--- config.mk ---
export PLATFORM = sky130hd
export DESIGN_NAME = qcc_top
export DESIGN_NICKNAME = d
export VERILOG_FILES = /design/src/qcc_pkg.sv /design/src/qcc_edge_if.sv /design/src/qcc_top.sv /design/src/qcc_sync_edge.sv
export SDC_FILE = /design/constraint.sdc
export NUM_CORES = 1
export LEC_CHECK = 0
export ABC_AREA = 1
export ABC_CLOCK_PERIOD_IN_PS = 4200
export BUFFER_PORTS_ARGS = -buffer_cell sky130_fd_sc_hd__buf_2
export CAP_MARGIN = 20
export CORE_MARGIN = 10
export CORE_UTILIZATION = 55
export DETAILED_ROUTE_END_ITERATION = 7
export HOLD_SLACK_MARGIN = 0.05
export PLACE_DENSITY = 0.76
export SETUP_SLACK_MARGIN = 0.02
export SYNTH_ARGS = -nofsm -noshare
export SYNTH_HDL_FRONTEND = slang
export SYNTH_SLANG_ARGS = --single-unit
--- constraint.sdc ---
create_clock -name ref_clk -period 4.2 [get_ports ref_clk]
set_input_delay 0.21 -clock ref_clk [delete_from_list [all_inputs] [get_ports ref_clk]]
set_output_delay 0.21 -clock ref_clk [all_outputs]
set_load 0.02 [all_outputs]
--- src/qcc_pkg.sv ---
// Notes on behaviour
// - Revolution count reads live; writes only when disabled
// - Revolution count clears on reset or zero write
// - Early index edge after enable resets position
// - Position equals position compare sets flag
// - Shared compare target chosen by compare_target
// - Both counters matching sets both-match flag
// - Swap bit exchanges phase A and B pins
// - Clear mode: index edge clears position counter, except in revolution mode 10
// - Gate mode: count only at valid index level
// - Position stop bit halts counting
// - Revolution mode selects index/overflow counting events
// - Position mode 00 disables counting
// - Mode 01: A edge up, B edge down
// - Mode 10: phase lead decides direction
// - Mode 11: B edge steps, A level directs
// - Index select: off, falling/low, rising/high, both
// - Phase edge select: off, fall, rise, both
// - Underflow loads maximum; overflow loads zero
package qcc_pkg;
    // ****************************************************************
    // Register byte offsets
    // ****************************************************************
    localparam logic [7:0] QCC_POS_COUNT_OFS = 8'h00;  // Position count, read only
    localparam logic [7:0] QCC_REV_COUNT_OFS = 8'h04;  // Revolution count
    localparam logic [7:0] QCC_POS_CMP_OFS = 8'h08;    // Position compare
    localparam logic [7:0] QCC_SHR_CMP_OFS = 8'h0c;    // Shared compare
    localparam logic [7:0] QCC_CTRL_OFS = 8'h10;       // Control: low byte, edge selects
    localparam logic [7:0] QCC_MAX_POS_OFS = 8'h14;    // Maximum position
    localparam logic [7:0] QCC_STATUS_OFS = 8'h18;     // Flags, write one to clear
    // ****************************************************************
    // Control field positions
    // ****************************************************************
    localparam int QCC_SWAP_BIT = 7;
    localparam int QCC_TARGET_BIT = 6;
    localparam int QCC_GATE_BIT = 5;
    localparam int QCC_STOP_BIT = 4;
    localparam int QCC_REV_LSB = 2;
    localparam int QCC_POS_LSB = 0;
    localparam int QCC_AEDGE_LSB = 8;
    localparam int QCC_BEDGE_LSB = 10;
    localparam int QCC_ZEDGE_LSB = 12;
    // Status bit positions
    localparam int QCC_PMF_BIT = 0;
    localparam int QCC_SMF_BIT = 1;
    localparam int QCC_BMF_BIT = 2;
    localparam int QCC_DIR_BIT = 3;
    // ****************************************************************
    // Reset values
    // ****************************************************************
    localparam logic [15:0] QCC_COUNT_RST = 16'h0000;
    localparam logic [15:0] QCC_CTRL_RST = 16'h0000;
    localparam logic [15:0] QCC_MAX_RST = 16'hffff;
    // ****************************************************************
    // Mode encodings
    // ****************************************************************
    typedef enum logic [1:0] {
        QCC_POS_OFF = 2'b00,
        QCC_POS_UPDN = 2'b01,
        QCC_POS_PHASE = 2'b10,
        QCC_POS_DIR = 2'b11
    } qcc_pos_mode_t;
    typedef enum logic [1:0] {
        QCC_REV_OFF = 2'b00,
        QCC_REV_INDEX = 2'b01,
        QCC_REV_WRAP = 2'b10,
        QCC_REV_BOTH = 2'b11
    } qcc_rev_mode_t;
endpackage

--- src/qcc_edge_if.sv ---
`timescale 1ns/1ps
// Edge events of one synchronised encoder line
interface qcc_edge_if;
    logic level;  // Synchronised level
    logic rise;   // One-cycle rising pulse
    logic fall;   // One-cycle falling pulse
    modport src (output level, rise, fall);
    modport dst (input level, rise, fall);
endinterface

--- src/qcc_top.sv ---
// Implementation choices: the APB interface to the registers and the placing of the registers.
`timescale 1ns/1ps
// ****************************************************************
// Quadrature counter control and compare logic
// ****************************************************************
module qcc_top (
    input wire logic ref_clk,
    input wire logic sys_rst,
    input wire logic psel,
    input wire logic penable,
    input wire logic pwrite,
    input wire logic [7:0] paddr,
    input wire logic [31:0] pwdata,
    input wire logic [3:0] pstrb,
    output logic [31:0] prdata,
    output logic pready,
    output logic pslverr,
    input wire logic phase_a_input,
    input wire logic phase_b_input,
    input wire logic index_input,
    output logic position_match_flag,
    output logic shared_match_flag,
    output logic both_match_flag
);
    // ****************************************************************
    // Input synchronisers
    // ****************************************************************
    qcc_edge_if a_ev();  // Phase A pin events
    qcc_edge_if b_ev();  // Phase B pin events
    qcc_edge_if z_ev();  // Index pin events

    qcc_sync_edge u_sync_a (
        .ref_clk(ref_clk),
        .sys_rst(sys_rst),
        .pin(phase_a_input),
        .ev(a_ev)
    );
    qcc_sync_edge u_sync_b (
        .ref_clk(ref_clk),
        .sys_rst(sys_rst),
        .pin(phase_b_input),
        .ev(b_ev)
    );
    qcc_sync_edge u_sync_z (
        .ref_clk(ref_clk),
        .sys_rst(sys_rst),
        .pin(index_input),
        .ev(z_ev)
    );

    // ****************************************************************
    // State
    // ****************************************************************
    logic [15:0] pos_reg, pos_next;          // Position counter
    logic [15:0] rev_reg, rev_next;          // Revolution counter
    logic [15:0] pcmp_reg, pcmp_next;        // Position compare
    logic [15:0] scmp_reg, scmp_next;        // Shared compare
    logic [15:0] ctrl_reg, ctrl_next;        // Control bits
    logic [15:0] max_reg, max_next;          // Maximum position
    logic pmf_reg, pmf_next;                 // Position match flag
    logic smf_reg, smf_next;                 // Shared match flag
    logic bmf_reg, bmf_next;                 // Both match flag
    logic dir_reg, dir_next;                 // Last direction, 1 is up
    logic dir_known_reg, dir_known_next;     // A counted step seen since enable
    logic [31:0] prdata_reg, prdata_next;    // Read data
    logic pready_reg, pready_next;           // Access-phase answer
    logic pslverr_reg, pslverr_next;         // Error answer

    // ****************************************************************
    // Control decode
    // ****************************************************************
    qcc_pkg::qcc_pos_mode_t pos_mode;
    qcc_pkg::qcc_rev_mode_t rev_mode;
    logic swap, target;
    logic gate_mode, stop;
    logic [1:0] aedge_sel, bedge_sel, zedge_sel;
    assign pos_mode = qcc_pkg::qcc_pos_mode_t'(ctrl_reg[qcc_pkg::QCC_POS_LSB +: 2]);
    assign rev_mode = qcc_pkg::qcc_rev_mode_t'(ctrl_reg[qcc_pkg::QCC_REV_LSB +: 2]);
    assign swap = ctrl_reg[qcc_pkg::QCC_SWAP_BIT];
    assign target = ctrl_reg[qcc_pkg::QCC_TARGET_BIT];
    assign gate_mode = ctrl_reg[qcc_pkg::QCC_GATE_BIT];
    assign stop = ctrl_reg[qcc_pkg::QCC_STOP_BIT];
    assign aedge_sel = ctrl_reg[qcc_pkg::QCC_AEDGE_LSB +: 2];
    assign bedge_sel = ctrl_reg[qcc_pkg::QCC_BEDGE_LSB +: 2];
    assign zedge_sel = ctrl_reg[qcc_pkg::QCC_ZEDGE_LSB +: 2];

    // ****************************************************************
    // Counter inputs after swap
    // ****************************************************************
    logic ain_lvl, ain_rise, ain_fall;
    logic bin_lvl, bin_rise, bin_fall;
    logic ain_act, bin_act, z_act, gate_ok;
    always_comb begin
        // Pin exchange
        ain_lvl = swap ? b_ev.level : a_ev.level;
        ain_rise = swap ? b_ev.rise : a_ev.rise;
        ain_fall = swap ? b_ev.fall : a_ev.fall;
        bin_lvl = swap ? a_ev.level : b_ev.level;
        bin_rise = swap ? a_ev.rise : b_ev.rise;
        bin_fall = swap ? a_ev.fall : b_ev.fall;
        // Phase edge choice
        ain_act = (aedge_sel[1] & ain_rise) | (aedge_sel[0] & ain_fall);
        bin_act = (bedge_sel[1] & bin_rise) | (bedge_sel[0] & bin_fall);
        // Index edge choice
        z_act = ~gate_mode & ((zedge_sel[1] & z_ev.rise) | (zedge_sel[0] & z_ev.fall));
        // Gate level, codes 00 and 11 detect no level
        unique case (zedge_sel)
            2'b01: gate_ok = ~z_ev.level;
            2'b10: gate_ok = z_ev.level;
            default: gate_ok = 1'b0;
        endcase
        if (!gate_mode) begin
            gate_ok = 1'b1;
        end
    end

    // ****************************************************************
    // Step request and direction
    // ****************************************************************
    logic step, step_up;
    always_comb begin
        step = 1'b0;
        step_up = 1'b0;
        unique case (pos_mode)
            qcc_pkg::QCC_POS_OFF: begin
                step = 1'b0;  // Disabled
            end
            qcc_pkg::QCC_POS_UPDN: begin
                // A edge up, B edge down; both together cancel
                step = ain_act ^ bin_act;
                step_up = ain_act;
            end
            qcc_pkg::QCC_POS_PHASE: begin
                // A edge while B level differs means A leads
                if (ain_act) begin
                    step = 1'b1;
                    step_up = ain_rise ? ~bin_lvl : bin_lvl;
                end else if (bin_act) begin
                    step = 1'b1;
                    step_up = bin_rise ? ain_lvl : ~ain_lvl;
                end
            end
            qcc_pkg::QCC_POS_DIR: begin
                // B edge steps, A level directs
                step = bin_act;
                step_up = ain_lvl;
            end
        endcase
        // Stop bit and gate level
        if (stop || !gate_ok) begin
            step = 1'b0;
        end
    end

    // ****************************************************************
    // APB decode
    // ****************************************************************
    logic wr_en, rd_en, hit;
    logic [15:0] wdata16;
    always_comb begin
        wr_en = psel & penable & pwrite & ~pready_reg;
        rd_en = psel & penable & ~pwrite & ~pready_reg;
        wdata16 = pwdata[15:0];
        unique case (paddr)
            qcc_pkg::QCC_POS_COUNT_OFS, qcc_pkg::QCC_REV_COUNT_OFS,
            qcc_pkg::QCC_POS_CMP_OFS, qcc_pkg::QCC_SHR_CMP_OFS,
            qcc_pkg::QCC_CTRL_OFS, qcc_pkg::QCC_MAX_POS_OFS,
            qcc_pkg::QCC_STATUS_OFS: hit = (paddr[1:0] == 2'b00);
            default: hit = 1'b0;
        endcase
    end

    // Halfword writes need both low byte lanes
    logic lanes_ok;
    assign lanes_ok = (pstrb[1:0] == 2'b11);

    // ****************************************************************
    // Counter and register next state
    // ****************************************************************
    logic wrap_ev;
    logic rev_step, rev_up;
    logic [15:0] pos_mid;
    always_comb begin
        pos_next = pos_reg;
        rev_next = rev_reg;
        pcmp_next = pcmp_reg;
        scmp_next = scmp_reg;
        ctrl_next = ctrl_reg;
        max_next = max_reg;
        dir_next = dir_reg;
        dir_known_next = dir_known_reg;
        wrap_ev = 1'b0;
        rev_step = 1'b0;
        rev_up = 1'b0;
        pos_mid = pos_reg;
        // Position stepping with wrap
        if (step) begin
            dir_next = step_up;
            dir_known_next = 1'b1;
            if (step_up) begin
                if (pos_reg == max_reg) begin
                    pos_mid = qcc_pkg::QCC_COUNT_RST;
                    wrap_ev = 1'b1;
                end else begin
                    pos_mid = pos_reg + 16'h0001;
                end
            end else begin
                if (pos_reg == 16'h0000) begin
                    pos_mid = max_reg;
                    wrap_ev = 1'b1;
                end else begin
                    pos_mid = pos_reg - 16'h0001;
                end
            end
        end
        pos_next = pos_mid;

        // Revolution events by mode
        if (wrap_ev && rev_mode[1]) begin
            rev_step = 1'b1;
            rev_up = step_up;
        end
        // Index clears position in modes 00, 01, 11
        if (z_act && rev_mode != qcc_pkg::QCC_REV_WRAP) begin
            pos_next = qcc_pkg::QCC_COUNT_RST;
            // No known direction: revolution untouched
            if (rev_mode[0] && dir_known_reg && !rev_step) begin
                rev_step = 1'b1;
                rev_up = dir_reg;
            end
        end
        if (rev_step) begin
            rev_next = rev_up ? rev_reg + 16'h0001 : rev_reg - 16'h0001;
        end
        // Leaving or entering disabled position mode forgets direction
        if (pos_mode == qcc_pkg::QCC_POS_OFF) begin
            dir_known_next = 1'b0;
        end

        // Register writes
        if (wr_en && hit && lanes_ok) begin
            unique case (paddr)
                qcc_pkg::QCC_REV_COUNT_OFS: begin
                    // Only while revolution counter disabled
                    if (rev_mode == qcc_pkg::QCC_REV_OFF) begin
                        rev_next = wdata16;
                    end
                end
                qcc_pkg::QCC_POS_CMP_OFS: pcmp_next = wdata16;
                qcc_pkg::QCC_SHR_CMP_OFS: scmp_next = wdata16;
                qcc_pkg::QCC_CTRL_OFS: ctrl_next = wdata16;
                qcc_pkg::QCC_MAX_POS_OFS: max_next = wdata16;
                default: ctrl_next = ctrl_reg;
            endcase
        end
    end

    // ****************************************************************
    // Compare flags
    // ****************************************************************
    logic pm_hit, sm_hit, bm_hit, clr_ok;
    logic [2:0] clr_bits;
    always_comb begin
        // Evaluated against the registered counters each clock
        pm_hit = (pos_reg == pcmp_reg);
        sm_hit = target ? (rev_reg == scmp_reg) : (pos_reg == scmp_reg);
        bm_hit = pm_hit & (rev_reg == scmp_reg);
        clr_ok = wr_en & hit & (paddr == qcc_pkg::QCC_STATUS_OFS) & pstrb[0];
        clr_bits = clr_ok ? pwdata[2:0] : 3'h0;
        // Set wins over clear; sticky otherwise
        pmf_next = pm_hit | (pmf_reg & ~clr_bits[qcc_pkg::QCC_PMF_BIT]);
        smf_next = sm_hit | (smf_reg & ~clr_bits[qcc_pkg::QCC_SMF_BIT]);
        bmf_next = bm_hit | (bmf_reg & ~clr_bits[qcc_pkg::QCC_BMF_BIT]);
    end

    // ****************************************************************
    // APB answer
    // ****************************************************************
    always_comb begin
        prdata_next = 32'h0000_0000;
        pready_next = psel & penable & ~pready_reg;
        pslverr_next = psel & penable & ~pready_reg & (~hit | (pwrite & ~lanes_ok & ~clr_ok)
            | (pwrite & (paddr == qcc_pkg::QCC_POS_COUNT_OFS)));
        if (rd_en && hit) begin
            unique case (paddr)
                qcc_pkg::QCC_POS_COUNT_OFS: prdata_next = {16'h0000, pos_reg};
                qcc_pkg::QCC_REV_COUNT_OFS: prdata_next = {16'h0000, rev_reg};
                qcc_pkg::QCC_POS_CMP_OFS: prdata_next = {16'h0000, pcmp_reg};
                qcc_pkg::QCC_SHR_CMP_OFS: prdata_next = {16'h0000, scmp_reg};
                qcc_pkg::QCC_CTRL_OFS: prdata_next = {16'h0000, ctrl_reg};
                qcc_pkg::QCC_MAX_POS_OFS: prdata_next = {16'h0000, max_reg};
                qcc_pkg::QCC_STATUS_OFS: prdata_next = {28'h0000000, dir_reg, bmf_reg,
                    smf_reg, pmf_reg};
                default: prdata_next = 32'h0000_0000;
            endcase
        end
    end

    // ****************************************************************
    // Registers
    // ****************************************************************
    always_ff @(posedge ref_clk) begin
        if (sys_rst) begin
            pos_reg <= qcc_pkg::QCC_COUNT_RST;
            rev_reg <= qcc_pkg::QCC_COUNT_RST;
            pcmp_reg <= qcc_pkg::QCC_COUNT_RST;
            scmp_reg <= qcc_pkg::QCC_COUNT_RST;
            ctrl_reg <= qcc_pkg::QCC_CTRL_RST;
            max_reg <= qcc_pkg::QCC_MAX_RST;
            pmf_reg <= 1'b0;
            smf_reg <= 1'b0;
            bmf_reg <= 1'b0;
            dir_reg <= 1'b0;
            dir_known_reg <= 1'b0;
            prdata_reg <= 32'h0000_0000;
            pready_reg <= 1'b0;
            pslverr_reg <= 1'b0;
        end else begin
            pos_reg <= pos_next;
            rev_reg <= rev_next;
            pcmp_reg <= pcmp_next;
            scmp_reg <= scmp_next;
            ctrl_reg <= ctrl_next;
            max_reg <= max_next;
            pmf_reg <= pmf_next;
            smf_reg <= smf_next;
            bmf_reg <= bmf_next;
            dir_reg <= dir_next;
            dir_known_reg <= dir_known_next;
            prdata_reg <= prdata_next;
            pready_reg <= pready_next;
            pslverr_reg <= pslverr_next;
        end
    end

    // Outputs straight from flops
    assign prdata = prdata_reg;
    assign pready = pready_reg;
    assign pslverr = pslverr_reg;
    assign position_match_flag = pmf_reg;
    assign shared_match_flag = smf_reg;
    assign both_match_flag = bmf_reg;
endmodule // qcc_top

--- src/qcc_sync_edge.sv ---
`timescale 1ns/1ps
// ****************************************************************
// Two-flop synchroniser with edge detection
// ****************************************************************
module qcc_sync_edge (
    input wire logic ref_clk,
    input wire logic sys_rst,
    input wire logic pin,
    qcc_edge_if.src ev
);
    logic s1_reg, s2_reg, s3_reg;      // Sync chain and history
    logic s1_next, s2_next, s3_next;
    // Next values: pin feeds s1, s1 feeds s2, s2 feeds s3
    always_comb begin
        s1_next = pin;
        s2_next = s1_reg;
        s3_next = s2_reg;
    end
    // Register the chain
    always_ff @(posedge ref_clk) begin
        if (sys_rst) begin
            s1_reg <= 1'b0;
            s2_reg <= 1'b0;
            s3_reg <= 1'b0;
        end else begin
            s1_reg <= s1_next;
            s2_reg <= s2_next;
            s3_reg <= s3_next;
        end
    end
    assign ev.level = s2_reg;
    assign ev.rise = s2_reg & ~s3_reg;
    assign ev.fall = ~s2_reg & s3_reg;
endmodule // qcc_sync_edge

Word-level counts from Yosys, hierarchy flattened

Cells that the tools add are included.

Logic and storage cells: 163
Output and inout port bits: 37
Input bits: 52
Register bits after elaboration: 144

Bitwise logic cells: 57
Multiplexer cells: 39
$add $sub $neg: 4
Eq/ne operators: 17
Reductions and logical operators: 23

Operators with widths:

| operator                                                              | number |
|---|---|
| 16-bit two-way mux                                                    | 8 |
| 16-bit one-hot mux with 7 select lines                                | 1 |
| 16-bit == test                                                        | 4 |
| 16-bit by 1-bit adder with 16-bit output (second input constant)      | 2 |
| 16-bit by 1-bit subtractor with 16-bit output (second input constant) | 2 |
| 1-bit AND                                                             | 30 |
| 1-bit two-way mux                                                     | 26 |
| 8-bit by 5-bit == test with 1-bit output (second input constant)      | 3 |
| 1-bit NOT                                                             | 18 |
| 8-bit by 4-bit == test with 1-bit output (second input constant)      | 2 |
| 16-bit logical NOT                                                    | 1 |
| 2-bit == test (second input constant)                                 | 4 |
| 8-bit by 3-bit == test with 1-bit output (second input constant)      | 1 |
| 8-bit logical NOT                                                     | 1 |
| 1-bit bitwise OR                                                      | 8 |
| 2-bit AND reduction                                                   | 4 |
| 1-bit logical AND                                                     | 7 |
| 7-bit OR reduction                                                    | 1 |
| 2-bit logical NOT                                                     | 3 |
| 2-bit OR reduction                                                    | 3 |
| 2-bit by 1-bit == test with 1-bit output (second input constant)      | 2 |
| 1-bit one-hot mux with 4 select lines                                 | 1 |
| 3-bit two-way mux                                                     | 1 |
| 1-bit one-hot mux with 3 select lines                                 | 1 |
| 5 further kinds                                                       | 6 |

Depth between registers and ports, before layout

Gate-level depths: netlist of run 1.

Depth after elaboration: 21
Gate-level depth with buffers: 29

By module

A second synthesis of run 1 with hierarchy kept.

Cell total of the unflattened synthesis: 1,148
Area total of the unflattened synthesis: 8,074.0 um^2

Modules (own cells, without submodules):

| module        | seq. area each (um^2) | area each (um^2) | times used | cells an instance |
|---|---|---|---|---|
| qcc_top       | 2,382.3               | 7,792.5          | 1          | 1,112 |
| qcc_sync_edge | 60.1                  | 93.8             | 3          | 12 |

Worst setup path before layout of run 1

No wires, ideal clock.

Path type: reg-to-reg
Start: reg ctrl_reg[7]
End: reg rev_reg[11]
Arrival: 3.540 ns
Library setup time: 0.113 ns
Stages on the path, launching flop included: 28
Path buffers: 1
Path slack: 0.547 ns
Cell sequence: dfxtp_1 > buf_6 > inv_4 > nand3_1 > nand2_1 > nand2_1 > nand2_2 > inv_2 > ha_1 > nand2_1 > nand3_2 > nand3_4 > nor2_2 > nand3_2 > nand2_1 > nand2_1 > inv_1 > ha_1 > a21oi_1 > nand2_1 > a31oi_1 > o21ai_1 > a21boi_0 > o21ai_1 > xnor2_1 > o21ai_0 > o21ai_1 > inv_1

Cells in the longest elaborated chain, start to end: 19
Elaborated cells on any way between the ends: 40

Ends and longest elaborated chain:

| what                                                                                           | line                                         | text |
|---|---|---|
| start: declaration                                                                             | qcc_top.sv:58                                | `logic [15:0] ctrl_reg, ctrl_next;` |
| start signal: assignment                                                                       | qcc_top.sv:308                               | `ctrl_reg <= qcc_pkg::QCC_CTRL_RST;` |
| start signal: assignment                                                                       | qcc_top.sv:323                               | `ctrl_reg <= ctrl_next;` |
| 1-bit two-way mux (on tied branches)                                                           | qcc_top.sv:99, qcc_top.sv:95, qcc_top.sv:100 |  |
| 1-bit AND or 1-bit NOT (tied branches)                                                         | qcc_top.sv:103, qcc_top.sv:140               |  |
| 1-bit bitwise OR or 1-bit two-way mux (tied branches)                                          | qcc_top.sv:103, qcc_top.sv:140               |  |
| 1-bit two-way mux                                                                              | qcc_top.sv:138                               | `end else if (bin_act) begin` |
| 1-bit two-way mux                                                                              | qcc_top.sv:135                               | `if (ain_act) begin` |
| 1-bit one-hot mux with 4 select lines or 1-bit one-hot mux with 3 select lines (tied branches) | qcc_top.sv:124                               | `unique case (pos_mode)` |
| 1-bit two-way mux (on tied branches)                                                           | qcc_top.sv:150, qcc_top.sv:200               |  |
| 1-bit two-way mux                                                                              | qcc_top.sv:197                               | `if (step) begin` |
| [3 not listed]                                                                                 | --                                           |  |
| 1-bit logical AND                                                                              | qcc_top.sv:227                               | `if (rev_mode[0] && dir_known_reg && !rev_step) begin` |
| 1-bit two-way mux                                                                              | qcc_top.sv:227                               |  |
| 1-bit two-way mux                                                                              | qcc_top.sv:224                               | `if (z_act && rev_mode != qcc_pkg::QCC_REV_WRAP) begin` |
| 16-bit two-way mux                                                                             | qcc_top.sv:233                               | `rev_next = rev_up ? rev_reg + 16'h0001 : rev_reg - 16'h0001;` |
| 16-bit two-way mux *                                                                           | qcc_top.sv:232                               | `if (rev_step) begin` |
| 16-bit two-way mux                                                                             | qcc_top.sv:245                               | `if (rev_mode == qcc_pkg::QCC_REV_OFF) begin` |
| 16-bit two-way mux                                                                             | qcc_top.sv:242                               | `unique case (paddr)` |
| 16-bit two-way mux *                                                                           | qcc_top.sv:241                               | `if (wr_en && hit && lanes_ok) begin` |
| end signal: assignment                                                                         | qcc_top.sv:305                               | `rev_reg <= qcc_pkg::QCC_COUNT_RST;` |
| end signal: assignment                                                                         | qcc_top.sv:320                               | `rev_reg <= rev_next;` |
| end: declaration                                                                               | qcc_top.sv:55                                | `logic [15:0] rev_reg, rev_next;` |

Every way passes the cells marked *; elsewhere a longest branch is shown, timed or not.
A chain may end at the register's enable or synchronous reset.

Worst setup path after layout of run 1

Start: reg ctrl_reg[7]
End: reg rev_reg[15]

The elaborated chain is that of the path after synthesis.

==> results of run 1 <==
cells by family after synthesis:
family,after synthesis,synth area share
and+or+nand+nor,360,0.208
AOI/OAI and AO/OA,334,0.243
buffers and inverters,226,0.124
DFF,128,0.326
xor gates and xnor gates,60,0.0669
adders and majority gates,19,0.0312
other,1,0.000477
cell usage in the layout (no fill, tap or decap), types with 3 or more instances in the layout:
cell type	n
nand2_1	168
inv_1	144
dfxtp_1	127
a21oi_1	124
o21ai_0	105
nor2_1	76
buf_2	54
nand3_1	51
xor2_1	43
buf_4	32
o22ai_1	30
ha_1	18
nand4_1	17
xnor2_1	17
clkbuf_16	17
conb_1	16
o21ai_1	14
a221oi_1	14
a31oi_1	13
o211ai_1	12
nor4_1	10
inv_2	9
nor2_2	9
nor3_1	9
o221ai_1	5
nand3_2	5
bufinv_16	5
clkinv_1	4
nand2_2	4
clkinv_4	4
nor3_2	3
o31ai_1	3
nand3b_1	3
inv_4	3
dlygate4sd3_1	3
power groups by stage:
stage / clock (mW) / combinational (mW) / sequential (mW)
2_1_floorplan: 0 / 0.0667 / 1.25
3_3_place_gp: 0 / 0.101 / 1.25
3_5_place_dp: 0 / 0.102 / 1.25
4_1_cts: 1.66 / 0.105 / 1.22
5_1_grt: 1.70 / 0.118 / 1.22
6_report: 1.66 / 0.108 / 1.22
per-stage QoR:
stage          setup slack [ns]  cell area, um2
6_report                  0.378            8960
4_1_cts                   0.141            8960
3_5_place_dp              0.156            8280
2_1_floorplan             0.547            7920
3_3_place_gp              0.229            8280
5_1_grt                  0.0224            8960
timing repair:
item,CTS,global route
hold endpoints to repair,3,0
hold buffers,3,0
resized for setup,0,3
endpoints found under the setup margin,0,5
critical path, delay by kind of cell (launching register included):
family	cells	cell delay, ns
flops	1	0.48
buf+inv	5	0.60
compound gates	5	0.78
fa+ha+maj	2	0.55
simple gates	16	1.34
worst max path at each step:
stage | end | slack [ns] | cells after the start
floorplan | rev_reg[11] | 0.55 | 27
finish | rev_reg[15] | 0.38 | 28
CTS | rev_reg[15] | 0.14 | 28
detailed placement | rev_reg[15] | 0.16 | 28
global route | rev_reg[15] | 0.02 | 28
global placement | rev_reg[15] | 0.23 | 28
per-layer routing:
layer | GRT usage | wire (um) | up-vias
met5 | 0 | 0 | -
met3 | 0.0568 | 2480 | 61
met1 | 0.320 | 10300 | 3741
li1 | - | - | 3897
met4 | 0.130 | 1090 | 0
met2 | 0.415 | 12200 | 448
final cells by class:
| class | instances | area, um2 | share of cell area |
|---|---|---|---|
| timing repair buffer | 89 | 541 | 0.0603 |
| inverter | 160 | 608 | 0.0678 |
| clock inverter | 12 | 208 | 0.0232 |
| multi-input combinational | 789 | 4380 | 0.488 |
| sequential | 128 | 2560 | 0.286 |
| tap | 180 | 225 | 0.0251 |
| clock buffer | 19 | 443 | 0.0494 |
==> impl_metrics.env, run 1 <==
export IMPL_whs_path_depth=3
export IMPL_grt_max_degree=53
export IMPL_ys_seq_area_frac=0.326
export IMPL_irDropWorstVdd_mv=0.295
export IMPL_synth_cell_area_mm2=0.00786
export IMPL_cts_max_path_buffers=2
export IMPL_drt_total_wl_um=26000
export IMPL_cp_start_kind="flop"
export IMPL_r2r_cells=28
export IMPL_synth_cell_types=50
export IMPL_post_route_period_util=0.910
export IMPL_r2r_start="ctrl_reg[7]"
export IMPL_chipHeight_um=140
export IMPL_status="finished clean"
export IMPL_hpwlAfterDp_um=19500
export IMPL_netlist_top_cells_count="168 x nand2_1, 144 x inv_1, 128 x dfxtp_1, 124 x a21oi_1, 105 x o21ai_0"
export IMPL_wl_per_cell_um=18.9
export IMPL_async_reset_ff_frac=0
export IMPL_grt_pass1_wl_um=40600
export IMPL_yosys_warnings=0
export IMPL_core_mm2=0.0139
export IMPL_syn2layout_area_growth_pct=14.1
export IMPL_p_seq_frac=0.409
export IMPL_worstSkewPairLatency_ns=0.43
export IMPL_min_period_ns=3.82
export IMPL_synth_most_common_cell="nand2_1"
export IMPL_ys_ff_latch=128
export IMPL_slew_violations=0
export IMPL_startpoint="ctrl_reg[7]"
export IMPL_dr_pass1_iters=6
export IMPL_fin_worst_hold_slack_ns=0.0801
export IMPL_antenna_found_initial=0
export IMPL_ys_top_cells_by_area="dfxtp_1 33%, nand2_1 8.0%, a21oi_1 7.9%"
export IMPL_cp_required_ns=4.56
export IMPL_setup_viol=0
export IMPL_tns_ns=0
export IMPL_power_internal_mw=2.32
export IMPL_cpMostUsedCell="nand2_1"
export IMPL_switching_power_uw=667
export IMPL_grt_overflow_total=0
export IMPL_port_buffers=54
export IMPL_drt_vias_per_instance=5.92
export IMPL_drt_iter0_drc=960
export IMPL_clock_fmax_mhz=262
export IMPL_grt_pass1_vias=7565
export IMPL_clkSinkCount=128
export IMPL_ios=89
export IMPL_finalNonFillerCells=1377
export IMPL_hold_path_end="max_reg[6]"
export IMPL_vias=8147
export IMPL_post_cts_buffers=0
export IMPL_comb_power_share=0.036
export IMPL_rows=43
export IMPL_n_antenna_cell=0
export IMPL_final_core_util=0.643
export IMPL_nets=1256
export IMPL_finalHoldViolCount=0
export IMPL_cts_tree="done"
export IMPL_maxCapViolCount=0
export IMPL_hold_start="pwdata[6]"
export IMPL_drc=0
export IMPL_p_leak_nw=4.11
export IMPL_worstSetupEndpointType="flop"
export IMPL_die_width_um=140
export IMPL_pwr_share_clk=0.555
export IMPL_fillerInstances=1280
export IMPL_slew_headroom=0.312
export IMPL_synth_area_per_cell_um2=6.97
export IMPL_synth_edf_count=0
export IMPL_dieArea_mm2=0.0195
export IMPL_switching_share=0.223
export IMPL_synth_largest_area_cell="dfxtp_1"
export IMPL_rsz0062_at_grt="false"
export IMPL_cellPowerDensity_mw_per_mm2=333
export IMPL_worstPathArrival_ns=4.18
export IMPL_rr_endpoint="rev_reg[15]"
export IMPL_dp_cells=1343
export IMPL_finalWeightedCongestion=1.01
export IMPL_fin_total_pwr_mw=2.99
export IMPL_worstMarginPinSlew_ns=1.03
export IMPL_htree_levels=4
export IMPL_max_stage_delay_ns=0.48
export IMPL_path_max_fanout=9
export IMPL_track_usage=0.259
export IMPL_cts_buffers=17
export IMPL_clkTransAtPathRegs_ns=0.06
export IMPL_syn_inst=1128
export IMPL_root_buffer="clkbuf_16"
export IMPL_ys_dominant_reg_cell="dfxtp_1"
export IMPL_hp_class="in2reg"
export IMPL_drive_above_1_share=0.134
export IMPL_finClkSkew_ns=0.0108
export IMPL_critical_path_class="reg2reg"
export IMPL_synthDominantCellAreaShare=0.326
export IMPL_ant_nets=0
export IMPL_floorplan_initialDensity=0.564
export IMPL_cp_slowest_cell="dfxtp_2"
export IMPL_r2r_setup_slack_ns=0.38
Power figures use the tool's default switching activity.
==> run 2: changes to the inputs <==
--- a/config.mk
+++ b/config.mk
@@ -9,6 +9,7 @@
 export ABC_CLOCK_PERIOD_IN_PS = 4200
 export BUFFER_PORTS_ARGS = -buffer_cell sky130_fd_sc_hd__buf_2
 export CAP_MARGIN = 20
+export CORE_ASPECT_RATIO = 1.1
 export CORE_MARGIN = 10
 export CORE_UTILIZATION = 55
 export DETAILED_ROUTE_END_ITERATION = 7
==> run 2 against run 1 <==
Cell count up 0.51%; wire length shrank 0.94%; final area shrank 0.36%; clock power is 7% lower; via count grew 1.0%; critical endpoint unchanged; largest power group unchanged.
==> impl_metrics.env, run 2 (synthesis results as in run 1) <==
export IMPL_cts_buffers=17
export IMPL_antenna_found_initial=0
export IMPL_mostFrequentLayoutCells="168 x nand2_1, 144 x inv_1, 127 x dfxtp_1, 124 x a21oi_1, 105 x o21ai_0"
export IMPL_post_cts_buffers=0
export IMPL_dr_pass1_iters=6
export IMPL_ant_nets=0
export IMPL_ios=89
export IMPL_worstMarginPinSlew_ns=0.987
export IMPL_drt_total_wl_um=25800
export IMPL_drt_vias_per_instance=5.95
export IMPL_grt_pass1_vias=7552
export IMPL_chipHeight_um=145
export IMPL_hpwlAfterDp_um=19000
export IMPL_crit_chain="inv_2 > nand2_1 > nand4_1 > nor4_1 > nand2_1 > nand2_2 > nand4_1 > nand2_1 > inv_1 > buf_4 > buf_4 > ha_1 > nand2_1 > nor2_1 > nand2_1 > o211a_1 > a21boi_0 > buf_4 > inv_1 > nand3_1 > nand3_1 > nand2_1 > nand2_1 > a21oi_1"
export IMPL_status="finished clean"
export IMPL_slew_headroom=0.340
export IMPL_nets=1254
export IMPL_hold_path_end="max_reg[6]"
export IMPL_drc=0
export IMPL_die_width_um=134
export IMPL_slew_violations=0
export IMPL_fillerInstances=1287
export IMPL_dieArea_mm2=0.0195
export IMPL_rr_endpoint="rev_reg[15]"
export IMPL_finalWeightedCongestion=0.968
export IMPL_pre_cts_ws_ns=0.251
export IMPL_cp_slowest_cell="dfxtp_1"
export IMPL_rsz0062_at_grt="false"
export IMPL_finalNonFillerCells=1384
export IMPL_r2r_setup_slack_ns=0.28
export IMPL_grt_pass1_wl_um=40500
export IMPL_cp_start_kind="flop"
export IMPL_finClkSkew_ns=0.00875
export IMPL_drive_above_1_share=0.134
export IMPL_critical_path_class="reg2reg"
export IMPL_setup_viol=0
export IMPL_n_antenna_cell=0
export IMPL_path_max_fanout=9
export IMPL_rows=45
export IMPL_final_common_cell="nand2_1"
export IMPL_post_route_period_util=0.934
export IMPL_clkTransAtPathRegs_ns=0.06
export IMPL_cellPowerDensity_mw_per_mm2=322
export IMPL_vias=8229
export IMPL_r2r_start="pos_reg[1]"
export IMPL_clock_fmax_mhz=255
export IMPL_grt_max_degree=53
export IMPL_cpMostUsedCell="nand2_1"
export IMPL_port_buffers=54
export IMPL_r2r_cells=24
export IMPL_whs_path_depth=3
export IMPL_worstSetupEndpointType="flop"
export IMPL_worstPathArrival_ns=4.24
export IMPL_floorplan_initialDensity=0.565
export IMPL_final_core_util=0.642
export IMPL_grt_overflow_total=0
export IMPL_finalHoldViolCount=0
export IMPL_worstSkewPairLatency_ns=0.44
export IMPL_htree_levels=4
export IMPL_p_leak_nw=4.06
export IMPL_cts_tree="done"
export IMPL_cts_max_path_buffers=2
export IMPL_track_usage=0.259
export IMPL_max_stage_delay_ns=0.46
export IMPL_wl_per_cell_um=18.6
export IMPL_tns_ns=0
export IMPL_fin_total_pwr_mw=2.87
export IMPL_clkSinkCount=128
export IMPL_dp_cells=1349
export IMPL_maxCapViolCount=0
export IMPL_hold_start="pwdata[6]"
export IMPL_syn2layout_area_growth_pct=13.7
export IMPL_drt_iter0_drc=1045
export IMPL_core_mm2=0.0139
export IMPL_min_period_ns=3.92
export IMPL_irDropWorstVdd_mv=0.262
export IMPL_timing_final_ws_setup_ns=0.276
export IMPL_cp_required_ns=4.52
export IMPL_hp_class="in2reg"
export IMPL_root_buffer="clkbuf_16"
==> run 2: timing repair <==
action | CTS | global route
hold endpoints to repair | 3 | 0
gates resized for setup | 0 | 4
endpoints found under the setup margin | 0 | 7
hold buffers | 3 | 0
==> run 2: per-stage QoR <==
step / hold WS, ns / cell area (um2)
after detailed placement: 0.396 / 8280
after global routing: 0.0856 / 8930
after floorplan: 0.317 / 7920
after CTS: 0.0608 / 8920
after global placement: 0.389 / 8280
final: 0.0785 / 8930
==> run 2: critical path: cells and delay by family, from the launching register on <==
kind / cells / cell delay (ns)
adder cells (fa/ha/maj): 1 / 0.36
buffers and inverters: 6 / 0.85
AO/OA/AOI/OAI: 3 / 0.27
flip-flops: 1 / 0.46
AND/OR/NAND/NOR: 14 / 1.87
==> run 2: worst max-delay path by stage <==
stage / from / to
4_1_cts: ctrl_reg[7] / rev_reg[13]
3_3_place_gp: ctrl_reg[7] / rev_reg[11]
6_report: pos_reg[1] / rev_reg[15]
5_1_grt: pos_reg[1] / rev_reg[15]
2_1_floorplan: ctrl_reg[7] / rev_reg[11]
3_5_place_dp: ctrl_reg[7] / rev_reg[13]
==> run 2: power by group <==
part / leakage (nW) / internal, mW / switching (mW)
Clock: 0.281 / 0.965 / 0.577
Combinational: 2.74 / 0.0293 / 0.0777
Sequential: 1.03 / 1.22 / 0.00323
==> run 2: final cells by class <==
cell class              instances  area [um2]  area share
flip-flops and latches        128        2570       0.287
well taps                     188         235      0.0263
multi-input cells             789        4380       0.491
clock inverters                12         158      0.0176
inverters                     160         608      0.0681
clock buffers                  20         457      0.0511
repair buffers                 87         526      0.0588
==> run 2: metal layers <==
metal  track usage  routed length, um  vias to the layer above
met1         0.323              10000                     3797
li1              -                  -                     3881
met3        0.0514               2620                       72
met4         0.115                958                        0
met2         0.422              12200                      479
met5             0                  0                        -
